### src/verilog/codec_offset_overflow_filter_regs.svh
`ifndef CODEC_OFFSET_OVERFLOW_FILTER_REGS_SVH
`define CODEC_OFFSET_OVERFLOW_FILTER_REGS_SVH
// ==========================================================
// Register offsets
`define OFFSET_REG_ADDR 8'h0a
`define FLAGS_REG_ADDR 8'h0b
`define FILTER_REG_ADDR 8'h0c
// ==========================================================
// Reset values
`define OFFSET_REG_RESET 8'h00
`define PLL_DIV_RESET 4'h1
`define FILTER_REG_RESET 8'h00
`define FLAGS_RESET 4'h0
`define READ_DATA_RESET 8'h00
// ==========================================================
// Field positions in the flag register
`define FLAG_ADC_LEFT_BIT 7
`define FLAG_ADC_RIGHT_BIT 6
`define FLAG_DAC_LEFT_BIT 5
`define FLAG_DAC_RIGHT_BIT 4
`define PLL_DIV_MSB 3
`define PLL_DIV_LSB 0
// ==========================================================
// Field positions in the filter register
`define HPF_LEFT_MSB 7
`define HPF_LEFT_LSB 6
`define HPF_RIGHT_MSB 5
`define HPF_RIGHT_LSB 4
`define EFFECTS_LEFT_BIT 3
`define DEEMPH_LEFT_BIT 2
`define EFFECTS_RIGHT_BIT 1
`define DEEMPH_RIGHT_BIT 0
// ==========================================================
// Largest legal offsets per transfer mode
`define OFFSET_MAX_CONT 8'h11
`define OFFSET_MAX_CONT_DSP 8'h10
`define OFFSET_MAX_256 8'hf2
`define OFFSET_MAX_256_DSP 8'hf1
`endif

### src/verilog/codec_offset_overflow_filter_pkg.sv
package codec_offset_overflow_filter_pkg;
  typedef enum logic [1:0]
  {
    FMT_I2S = 2'h0,
    FMT_DSP = 2'h1,
    FMT_RIGHT_JUSTIFIED = 2'h2,
    FMT_LEFT_JUSTIFIED = 2'h3
  } serial_format_t;

  typedef enum logic [1:0]
  {
    HPF_OFF = 2'h0,
    HPF_FS_0045 = 2'h1,
    HPF_FS_0125 = 2'h2,
    HPF_FS_0250 = 2'h3
  } hpf_cutoff_t;
endpackage

### src/verilog/codec_offset_overflow_filter_regs.sv
`timescale 1ns/100ps
`include "codec_offset_overflow_filter_regs.svh"

module codec_offset_overflow_filter_regs
(
  input wire logic ref_clk,
  input wire logic rst,
  input wire logic [7:0] regAddr,
  input wire logic regWrEn,
  input wire logic regRdEn,
  input wire logic [7:0] regWrData,
  output logic [7:0] regRdData,
  input wire codec_offset_overflow_filter_pkg::serial_format_t serialFormat,
  input wire logic bitClockIsOutput,
  input wire logic rate256Sel,
  input wire logic adcLeftOverflow,
  input wire logic adcRightOverflow,
  input wire logic dacLeftOverflow,
  input wire logic dacRightOverflow,
  output logic [7:0] wordOffset,
  output logic offsetFromWordClockRise,
  output logic frame256Mode,
  output logic [7:0] offsetLimit,
  output logic offsetLegal,
  output logic [4:0] pllDivider,
  output codec_offset_overflow_filter_pkg::hpf_cutoff_t leftHpfCutoff,
  output codec_offset_overflow_filter_pkg::hpf_cutoff_t rightHpfCutoff,
  output logic leftHpfEnable,
  output logic rightHpfEnable,
  output logic leftEffectsEnable,
  output logic leftDeemphEnable,
  output logic rightEffectsEnable,
  output logic rightDeemphEnable
);
  import codec_offset_overflow_filter_pkg::*;

  // ==========================================================
  // Register state
  logic [7:0] offset_reg, offset_next;
  logic [3:0] flags_reg, flags_next;
  logic [3:0] pllDiv_reg, pllDiv_next;
  logic [7:0] filter_reg, filter_next;
  logic [7:0] rdData_reg, rdData_next;
  logic [3:0] overflowIn;
  logic wrOffset, wrFlags, wrFilter, rdFlags;

  assign overflowIn = {adcLeftOverflow, adcRightOverflow, dacLeftOverflow, dacRightOverflow};
  assign wrOffset = regWrEn && (regAddr == `OFFSET_REG_ADDR);
  assign wrFlags = regWrEn && (regAddr == `FLAGS_REG_ADDR);
  assign wrFilter = regWrEn && (regAddr == `FILTER_REG_ADDR);
  assign rdFlags = regRdEn && (regAddr == `FLAGS_REG_ADDR);

  always_comb
  begin
    offset_next = offset_reg;
    pllDiv_next = pllDiv_reg;
    filter_next = filter_reg;
    if (wrOffset)
      offset_next = regWrData;
    if (wrFlags)
      pllDiv_next = regWrData[`PLL_DIV_MSB:`PLL_DIV_LSB];
    if (wrFilter)
      filter_next = regWrData;
    // Event beats the read clear so an overflow in the read cycle survives
    flags_next = (rdFlags ? 4'h0 : flags_reg) | overflowIn;
  end

  always_comb
  begin
    rdData_next = 8'h00;
    if (regRdEn)
    begin
      unique case (regAddr)
        `OFFSET_REG_ADDR: rdData_next = offset_reg;
        `FLAGS_REG_ADDR: rdData_next = {flags_reg, pllDiv_reg};
        `FILTER_REG_ADDR: rdData_next = filter_reg;
        default: rdData_next = 8'h00;
      endcase
    end
    else
      rdData_next = rdData_reg;
  end

  always_ff @(posedge ref_clk or posedge rst)
  begin
    if (rst)
    begin
      offset_reg <= `OFFSET_REG_RESET;
      flags_reg <= `FLAGS_RESET;
      pllDiv_reg <= `PLL_DIV_RESET;
      filter_reg <= `FILTER_REG_RESET;
    end
    else
    begin
      offset_reg <= offset_next;
      flags_reg <= flags_next;
      pllDiv_reg <= pllDiv_next;
      filter_reg <= filter_next;
    end
  end

  // ==========================================================
  // Read data
  // Held until the next read, so a slow host may pick it up late
  always_ff @(posedge ref_clk or posedge rst)
  begin
    if (rst)
    begin
      rdData_reg <= `READ_DATA_RESET;
    end
    else
    begin
      rdData_reg <= rdData_next;
    end
  end

  // ==========================================================
  // Decoded controls
  always_comb
  begin
    frame256Mode = bitClockIsOutput && rate256Sel;
    offsetFromWordClockRise = (serialFormat == FMT_DSP);
    // Limits are advisory; the offset is stored whatever the host writes
    if (frame256Mode)
      offsetLimit = offsetFromWordClockRise ? `OFFSET_MAX_256_DSP : `OFFSET_MAX_256;
    else
      offsetLimit = offsetFromWordClockRise ? `OFFSET_MAX_CONT_DSP : `OFFSET_MAX_CONT;
  end

  assign wordOffset = offset_reg;
  assign offsetLegal = (offset_reg <= offsetLimit);
  assign pllDivider = (pllDiv_reg == 4'h0) ? 5'h10 : {1'b0, pllDiv_reg};
  assign leftHpfCutoff = hpf_cutoff_t'(filter_reg[`HPF_LEFT_MSB:`HPF_LEFT_LSB]);
  assign rightHpfCutoff = hpf_cutoff_t'(filter_reg[`HPF_RIGHT_MSB:`HPF_RIGHT_LSB]);
  assign leftHpfEnable = (leftHpfCutoff != HPF_OFF);
  assign rightHpfEnable = (rightHpfCutoff != HPF_OFF);
  assign leftEffectsEnable = filter_reg[`EFFECTS_LEFT_BIT];
  assign leftDeemphEnable = filter_reg[`DEEMPH_LEFT_BIT];
  assign rightEffectsEnable = filter_reg[`EFFECTS_RIGHT_BIT];
  assign rightDeemphEnable = filter_reg[`DEEMPH_RIGHT_BIT];
  assign regRdData = rdData_reg;

  // ==========================================================
  // Checks
  offset_write_a: assert property (@(posedge ref_clk) disable iff (rst)
    wrOffset |=> (wordOffset == $past(regWrData)))
    else $error("offset write not stored");
  dsp_reference_a: assert property (@(posedge ref_clk) disable iff (rst)
    (serialFormat == FMT_DSP) |-> offsetFromWordClockRise
      && (offsetLimit == (frame256Mode ? 8'hf1 : 8'h10)))
    else $error("dsp offset reference wrong");
  limit_cont_a: assert property (@(posedge ref_clk) disable iff (rst)
    (!frame256Mode && serialFormat != FMT_DSP) |-> (offsetLimit == 8'h11))
    else $error("continuous limit wrong");
  limit_256_a: assert property (@(posedge ref_clk) disable iff (rst)
    (frame256Mode && serialFormat == FMT_DSP) |-> (offsetLimit == 8'hf1))
    else $error("256 clock dsp limit wrong");
  left_adc_sticky_a: assert property (@(posedge ref_clk) disable iff (rst)
    adcLeftOverflow ##1 (!rdFlags && !adcLeftOverflow) [*2] |=> flags_reg[3])
    else $error("left adc flag not held");
  right_adc_sticky_a: assert property (@(posedge ref_clk) disable iff (rst)
    adcRightOverflow |=> flags_reg[2])
    else $error("right adc flag not set");
  dac_flags_set_a: assert property (@(posedge ref_clk) disable iff (rst)
    (dacLeftOverflow && dacRightOverflow) |=> (flags_reg[1:0] == 2'h3))
    else $error("dac flags not set");
  read_clear_a: assert property (@(posedge ref_clk) disable iff (rst)
    (rdFlags && overflowIn == 4'h0) |=> (flags_reg == 4'h0 && regRdData[7:4] == $past(flags_reg)))
    else $error("flag read did not clear");
  pll_decode_a: assert property (@(posedge ref_clk) disable iff (rst)
    (wrFlags && regWrData[3:0] == 4'h0) |=> (pllDivider == 5'h10))
    else $error("divider code zero not sixteen");
  hpf_decode_a: assert property (@(posedge ref_clk) disable iff (rst)
    (wrFilter && regWrData[7:6] == 2'h0)
      |=> !leftHpfEnable && rightHpfCutoff == $past(regWrData[5:4]))
    else $error("highpass decode wrong");
  filter_bits_a: assert property (@(posedge ref_clk) disable iff (rst)
    wrFilter |=> ({leftEffectsEnable, leftDeemphEnable, rightEffectsEnable, rightDeemphEnable}
      == $past(regWrData[3:0])))
    else $error("filter enables not mapped");
  flag_read_spares_a: assert property (@(posedge ref_clk) disable iff (rst)
    (rdFlags && !wrFlags) |=> $stable(pllDivider))
    else $error("flag read changed divider");
  flag_write_spares_a: assert property (@(posedge ref_clk) disable iff (rst)
    (wrFlags && !rdFlags && overflowIn == 4'h0) |=> $stable(flags_reg))
    else $error("write altered flags");
  // Holds are checked over two quiet cycles after the event
  right_adc_hold_a: assert property (@(posedge ref_clk) disable iff (rst)
    adcRightOverflow ##1 (!rdFlags && !adcRightOverflow) [*2] |=> flags_reg[2])
    else $error("right adc flag not held");
  dac_left_hold_a: assert property (@(posedge ref_clk) disable iff (rst)
    dacLeftOverflow ##1 (!rdFlags && !dacLeftOverflow) [*2] |=> flags_reg[1])
    else $error("left dac flag not held");
  dac_right_hold_a: assert property (@(posedge ref_clk) disable iff (rst)
    dacRightOverflow ##1 (!rdFlags && !dacRightOverflow) [*2] |=> flags_reg[0])
    else $error("right dac flag not held");
  pll_code_a: assert property (@(posedge ref_clk) disable iff (rst)
    (wrFlags && regWrData[3:0] != 4'h0) |=> (pllDivider == {1'b0, $past(regWrData[3:0])}))
    else $error("divider code not passed through");
  right_hpf_off_a: assert property (@(posedge ref_clk) disable iff (rst)
    (wrFilter && regWrData[5:4] == 2'h0)
      |=> !rightHpfEnable && leftHpfCutoff == $past(regWrData[7:6]))
    else $error("right highpass decode wrong");
  offset_read_a: assert property (@(posedge ref_clk) disable iff (rst)
    (regRdEn && regAddr == `OFFSET_REG_ADDR) |=> (regRdData == $past(wordOffset)))
    else $error("offset read wrong");
  flag_read_value_a: assert property (@(posedge ref_clk) disable iff (rst)
    rdFlags |=> (regRdData[3:0] == $past(pllDiv_reg)))
    else $error("flag read lost divider");
endmodule // codec_offset_overflow_filter_regs

### config.mk
export PLATFORM = sky130hd
export DESIGN_NAME = codec_offset_overflow_filter_regs
export DESIGN_NICKNAME = d
export VERILOG_FILES = /design/src/verilog/codec_offset_overflow_filter_pkg.sv /design/src/verilog/codec_offset_overflow_filter_regs.sv
export VERILOG_INCLUDE_DIRS = /design/src /design/src/verilog
export SDC_FILE = /design/constraint.sdc
export NUM_CORES = 1
export LEC_CHECK = 0
export BUFFER_PORTS_ARGS = -buffer_cell sky130_fd_sc_hd__buf_2
export CORE_ASPECT_RATIO = 1.4
export CORE_UTILIZATION = 51
export CTS_CLUSTER_DIAMETER = 120
export DETAILED_ROUTE_END_ITERATION = 10
export GPL_TIMING_DRIVEN = 0
export HOLD_SLACK_MARGIN = 0.05
export PLACE_DENSITY = 0.84
export SLEW_MARGIN = 20
export SYNTH_ARGS = -nofsm -noshare
export SYNTH_HDL_FRONTEND = slang
export SYNTH_SLANG_ARGS = --single-unit
### constraint.sdc
create_clock -name ref_clk -period 1.75 [get_ports ref_clk]
set_clock_uncertainty 0.05 [all_clocks]
set_input_delay 0.175 -clock ref_clk [delete_from_list [all_inputs] [get_ports ref_clk]]
set_output_delay 0.175 -clock ref_clk [all_outputs]
set_load 0.02 [all_outputs]
# ---- Word level (Yosys, flattened, before mapping)
# Cells that the tools add are included.
dict set report classes {
  n_eq_ne 4
  n_bitwise 1
  n_reduce_logical 8
  order_cmp 1
  n_mux 6
}
# operator n
set ops {}
lappend ops {{== test 8 x 4 -> 1 bit, second input constant} 3}
lappend ops {{case mux 8 bit (3 select lines)} 1}
lappend ops {{<= comparator 8 bit} 1}
lappend ops {{2-to-1 mux 8 bit} 1}
lappend ops {{logical AND 1 bit} 5}
lappend ops {{2-to-1 mux 5 bit} 1}
lappend ops {{logical NOT 4 bit} 1}
lappend ops {{2-to-1 mux 4 bit} 1}
lappend ops {{OR 4 bit} 1}
lappend ops {{nonzero test 2 bit} 2}
lappend ops {{== test 2 x 1 -> 1 bit, second input constant} 1}
lappend ops {{2-to-1 mux 2 bit} 1}
lappend ops {{2-to-1 mux 1 bit} 1}
dict set report totals {
  wordCells 25
  register_bits 32
}

# ---- Logic depth before layout (Yosys ltp)
dict set report depth {
  depth_word 4
  mapped_depth 8
}

# ---- Worst setup path before layout
# OpenSTA, ideal clock, no wires.
dict set report synth_path {
  kind {input to output}
  startpoint {in bitClockIsOutput}
  endpoint {out offsetLegal}
  stages 8
  arrival_ns 1.856
  setup_slack_ns -0.331
  required_time_ns 1.525
  cell_sequence {nand2_1 -> inv_1 -> ha_1 -> inv_1 -> ha_1 -> nand2b_1 -> a21oi_1 -> o32ai_1}
}
dict set report synth_between {
  elab_chain_len 3
}
# element line
set synth_lines {}
lappend synth_lines {{start: declaration} codec_offset_overflow_filter_regs.sv:14} ;# input wire logic bitClockIsOutput,
lappend synth_lines {{logical AND 1 bit} codec_offset_overflow_filter_regs.sv:121} ;# frame256Mode = bitClockIsOutput && rate256Sel;
lappend synth_lines {{via frame256Mode} codec_offset_overflow_filter_regs.sv:22} ;# output logic frame256Mode,
lappend synth_lines {{2-to-1 mux 8 bit} codec_offset_overflow_filter_regs.sv:124} ;# if (frame256Mode)
lappend synth_lines {{via offsetLimit[1]} codec_offset_overflow_filter_regs.sv:23} ;# output logic [7:0] offsetLimit,
lappend synth_lines {{<= comparator 8 bit} codec_offset_overflow_filter_regs.sv:131} ;# assign offsetLegal = (offset_reg <= offsetLimit);
lappend synth_lines {{end: declaration} codec_offset_overflow_filter_regs.sv:24} ;# output logic offsetLegal,
# The timed path passes the listed nets, and every way through them passes these cells.

# ---- Worst setup path after layout
dict set report layout_path {
  startpoint {reg offset_reg[6], in the netlist wordOffset[6]}
  endpoint {out offsetLegal}
}
dict set report layout_between {
  elab_chain_len 1
}
# element line
set layout_lines {}
lappend layout_lines {{start: declaration} codec_offset_overflow_filter_regs.sv:39} ;# logic [7:0] offset_reg, offset_next;
lappend layout_lines {{start signal: assignment} codec_offset_overflow_filter_regs.sv:88} ;# offset_reg <= `OFFSET_REG_RESET;
lappend layout_lines {{start signal: assignment} codec_offset_overflow_filter_regs.sv:95} ;# offset_reg <= offset_next;
lappend layout_lines {{<= comparator 8 bit} codec_offset_overflow_filter_regs.sv:131}
# Every way passes these cells.

==> results.md <==
- Die X: 50.7 um
- Worst-path maximum fanout: 2
- Via density: 5.30
- PwrDens: 727 mW/mm^2
- Worst setup margin: 0.0134 ns
- 1st-pass router iterations: 4
- Worst endpoint required time: 1.52 ns
- CTS Root Cell: clkbuf_8
- Initial antenna violation count: 0
- Cell area after layout: 0.00231 mm^2
- Worst hold stages: 2
- Worst Tran Pin Value: 0.645 ns
- Hold Crit Class: in -> reg
- Worst Hold Launch: regWrData[7]
- Reg-to-reg endpoint: regRdData[6]
- Simple-gate portion of the synthesized area: 0.120
- Syn Std Cell Area: 0.00169 mm^2
- Largest family of logic cells by synthesized area: multiplexers
- Layout net count: 257
- Cell Rows: 24
- Share of layout cells above drive strength 1: 0.585
- Synth Area in Compound Gates: 0.0939
- Vias: 1393
- CTS tree: yes
- Post-synth cell types: 32
- Max-slew headroom: 0.569
- Fmax: 0.576 GHz
- Area Overhead vs Synth: 36.2%
- Yosys reg bits: 32
- DP Wirelength: 2.86 mm
- Ys async rst share: 1.00
- Final period util: 0.992
- N_diodes: 0
- Max VDD drop: 617 uV
- Syn. warnings: 0
- Iteration-0 DRC Markers: 24
- Part of the power in registers: 0.469
- Final hold vios: 0
- Crit path kind: reg -> out
- Cells after Synth: 139
- Max-cap violations: 0
- GRT Overall Usage: 0.245
- Post-synthesis adder-cell area fraction: 0.0443
- Port Buffers: 65
- H-tree depth: 2
- Min Clock Period, post-route: 1.74 ns
- Worst path arrival time: 1.51 ns
- CP Launch Type: flip-flop
- RSZ-0062 raised after global routing: true
- Placed Area: 0.00209 mm^2
- Final Util: 0.731
- Net Switching: 447 uW
- Largest net degree at the start of global routing: 33
- Initial Utilization: 0.537
- Worst hold slack: 0.0947 ns
- Setup Viol. Count Final: 0
- Xor/xnor cell area share of the yosys netlist: 0
- Gate power share: 0.188
- Register area share after synthesis: 0.474
- Sw Share: 0.267
- Hold Path End: filter_reg[7]
- Clock sink count: 32
- DIE AREA: 0.00356 mm^2
- Remaining Overflow, GRT: 0
- Post-synth EDFFs: 0
- R2R depth: 4
- Syn_area_per_cell: 12.2 um^2
- First-pass GRT wire length: 6.44 mm
- Clock network power share: 0.343
- Int Pwr: 1230 uW
- CORE AREA: 0.00315 mm^2
- Multiplexer area fraction after synthesis: 0.186
- Max clock buf depth: 2
- Avg WL per Cell: 14.9 um
- Drt total wl: 3.92 mm
- CTS buffer count: 5
- Post-route ant nets: 0
- Lkg Pwr: 0.00121 uW
- Worst slack, placed: -0.0102 ns
- Clock transition at path regs: 0.06 ns
- Max Slew Vio Count: 0
- Post-synth top flop: dfrtp_1
- Worst setup EP type: primary output
- Outcome: complete, no violations
- Die Span Y: 70.2 um
- Reg2reg start: wordOffset[6]
- Gpl congestion: 0.789
- Vias in the first global route: 1408
- Skew-Pair Late Insertion Delay: 0.28 ns
- Reg2reg setup slack: 0.46 ns
- Ports: 70
- Drc violations: 0
-- per-stage QoR --
step	cells	power, uW	TNS [ns]
after floorplan	140	988	0
after global placement	244	1080	0
after detailed placement	244	1090	-0.0102
after CTS	262	1680	-0.00647
after global routing	263	1760	-0.0618
final	263	1680	0
-- cells by family after synthesis --
family / count (synthesis)
flip-flops: 32
multiplexers: 28
buffers and inverters: 26
AO/OA/AOI/OAI: 23
AND/OR/NAND/NOR: 22
adder cells (fa/ha/maj): 6
other: 2
-- metal layers --
layer	track usage	vias to the layer above	part of all wire
met2	0.418	48	0.52
met4	0.133	0	0.027
li1	-	659	-
met3	0.0632	7	0.054
met5	0	-	0
met1	0.271	679	0.40
-- final cells by class --
class,count,area (um^2)
fill,235,847
sequential,32,802
buffer,13,81.3
tap,39,48.8
multi-input combinational,82,812
timing repair buffer,76,423
clock buffer,8,90.1
inverter,13,48.8
-- power by group through the flow --
stage                     Clock [uW]  Sequential [uW]  Combinational, uW
after floorplan                    0              817                171
after global placement             0              800                281
after detailed placement           0              801                288
after CTS                        587              786                311
after global routing             628              789                341
final                            574              787                315
-- placed cells by master (no fill, tap or decap), drive strengths merged, types with 2 or more instances in the layout --
cell / count
or2: 2
mux2: 28
o22ai: 8
conb: 3
nand3: 2
inv: 13
clkbuf: 12
nand4: 3
buf: 80
ha: 6
nand2b: 2
nor2: 2
dfrtp: 31
dlygate4sd3: 5
a21o: 4
a21oi: 2
a22oi: 8
nand2: 2
nor2b: 2
-- cell usage after synthesis (all sizes together), types with 2 or more instances --
master | number | share of area
dfrtp | 31 | 0.46
mux2 | 28 | 0.19
inv | 13 | 0.029
buf | 9 | 0.039
a22oi | 8 | 0.035
o22ai | 8 | 0.030
ha | 6 | 0.044
a21o | 4 | 0.018
clkbuf | 4 | 0.0089
nand4 | 3 | 0.020
a21oi | 2 | 0.0059
conb | 2 | 0.0044
nand2 | 2 | 0.0044
nand2b | 2 | 0.0074
nand3 | 2 | 0.013
nor2 | 2 | 0.0059
nor2b | 2 | 0.0074
or2 | 2 | 0.0074
-- critical path: stages (launching register included) --
cell	delay [ns]
dfrtp_1	0.41
ha_4	0.23
a21oi_1	0.12
nor2b_1	0.06
o32ai_2	0.23
buf_4	0.18
-- worst max path at each step --
stage,from,to,cells after the start,slack (ns)
after CTS,wordOffset[7],offsetLegal,5,-0.006
after global routing,wordOffset[6],offsetLegal,5,-0.06
after floorplan,bitClockIsOutput,offsetLegal,8,0.01
final,wordOffset[6],offsetLegal,5,0.01
after global placement,bitClockIsOutput,offsetLegal,10,0.001
after detailed placement,bitClockIsOutput,offsetLegal,10,-0.01
-- what timing repair did --
item	CTS	global route
hold endpoints to repair	35	0
setup endpoints to repair	1	1
gates resized for setup	2	2
pin swaps	4	1
hold buffers	5	0
buffers inserted	5	1
(Power assumes the default switching activity.)
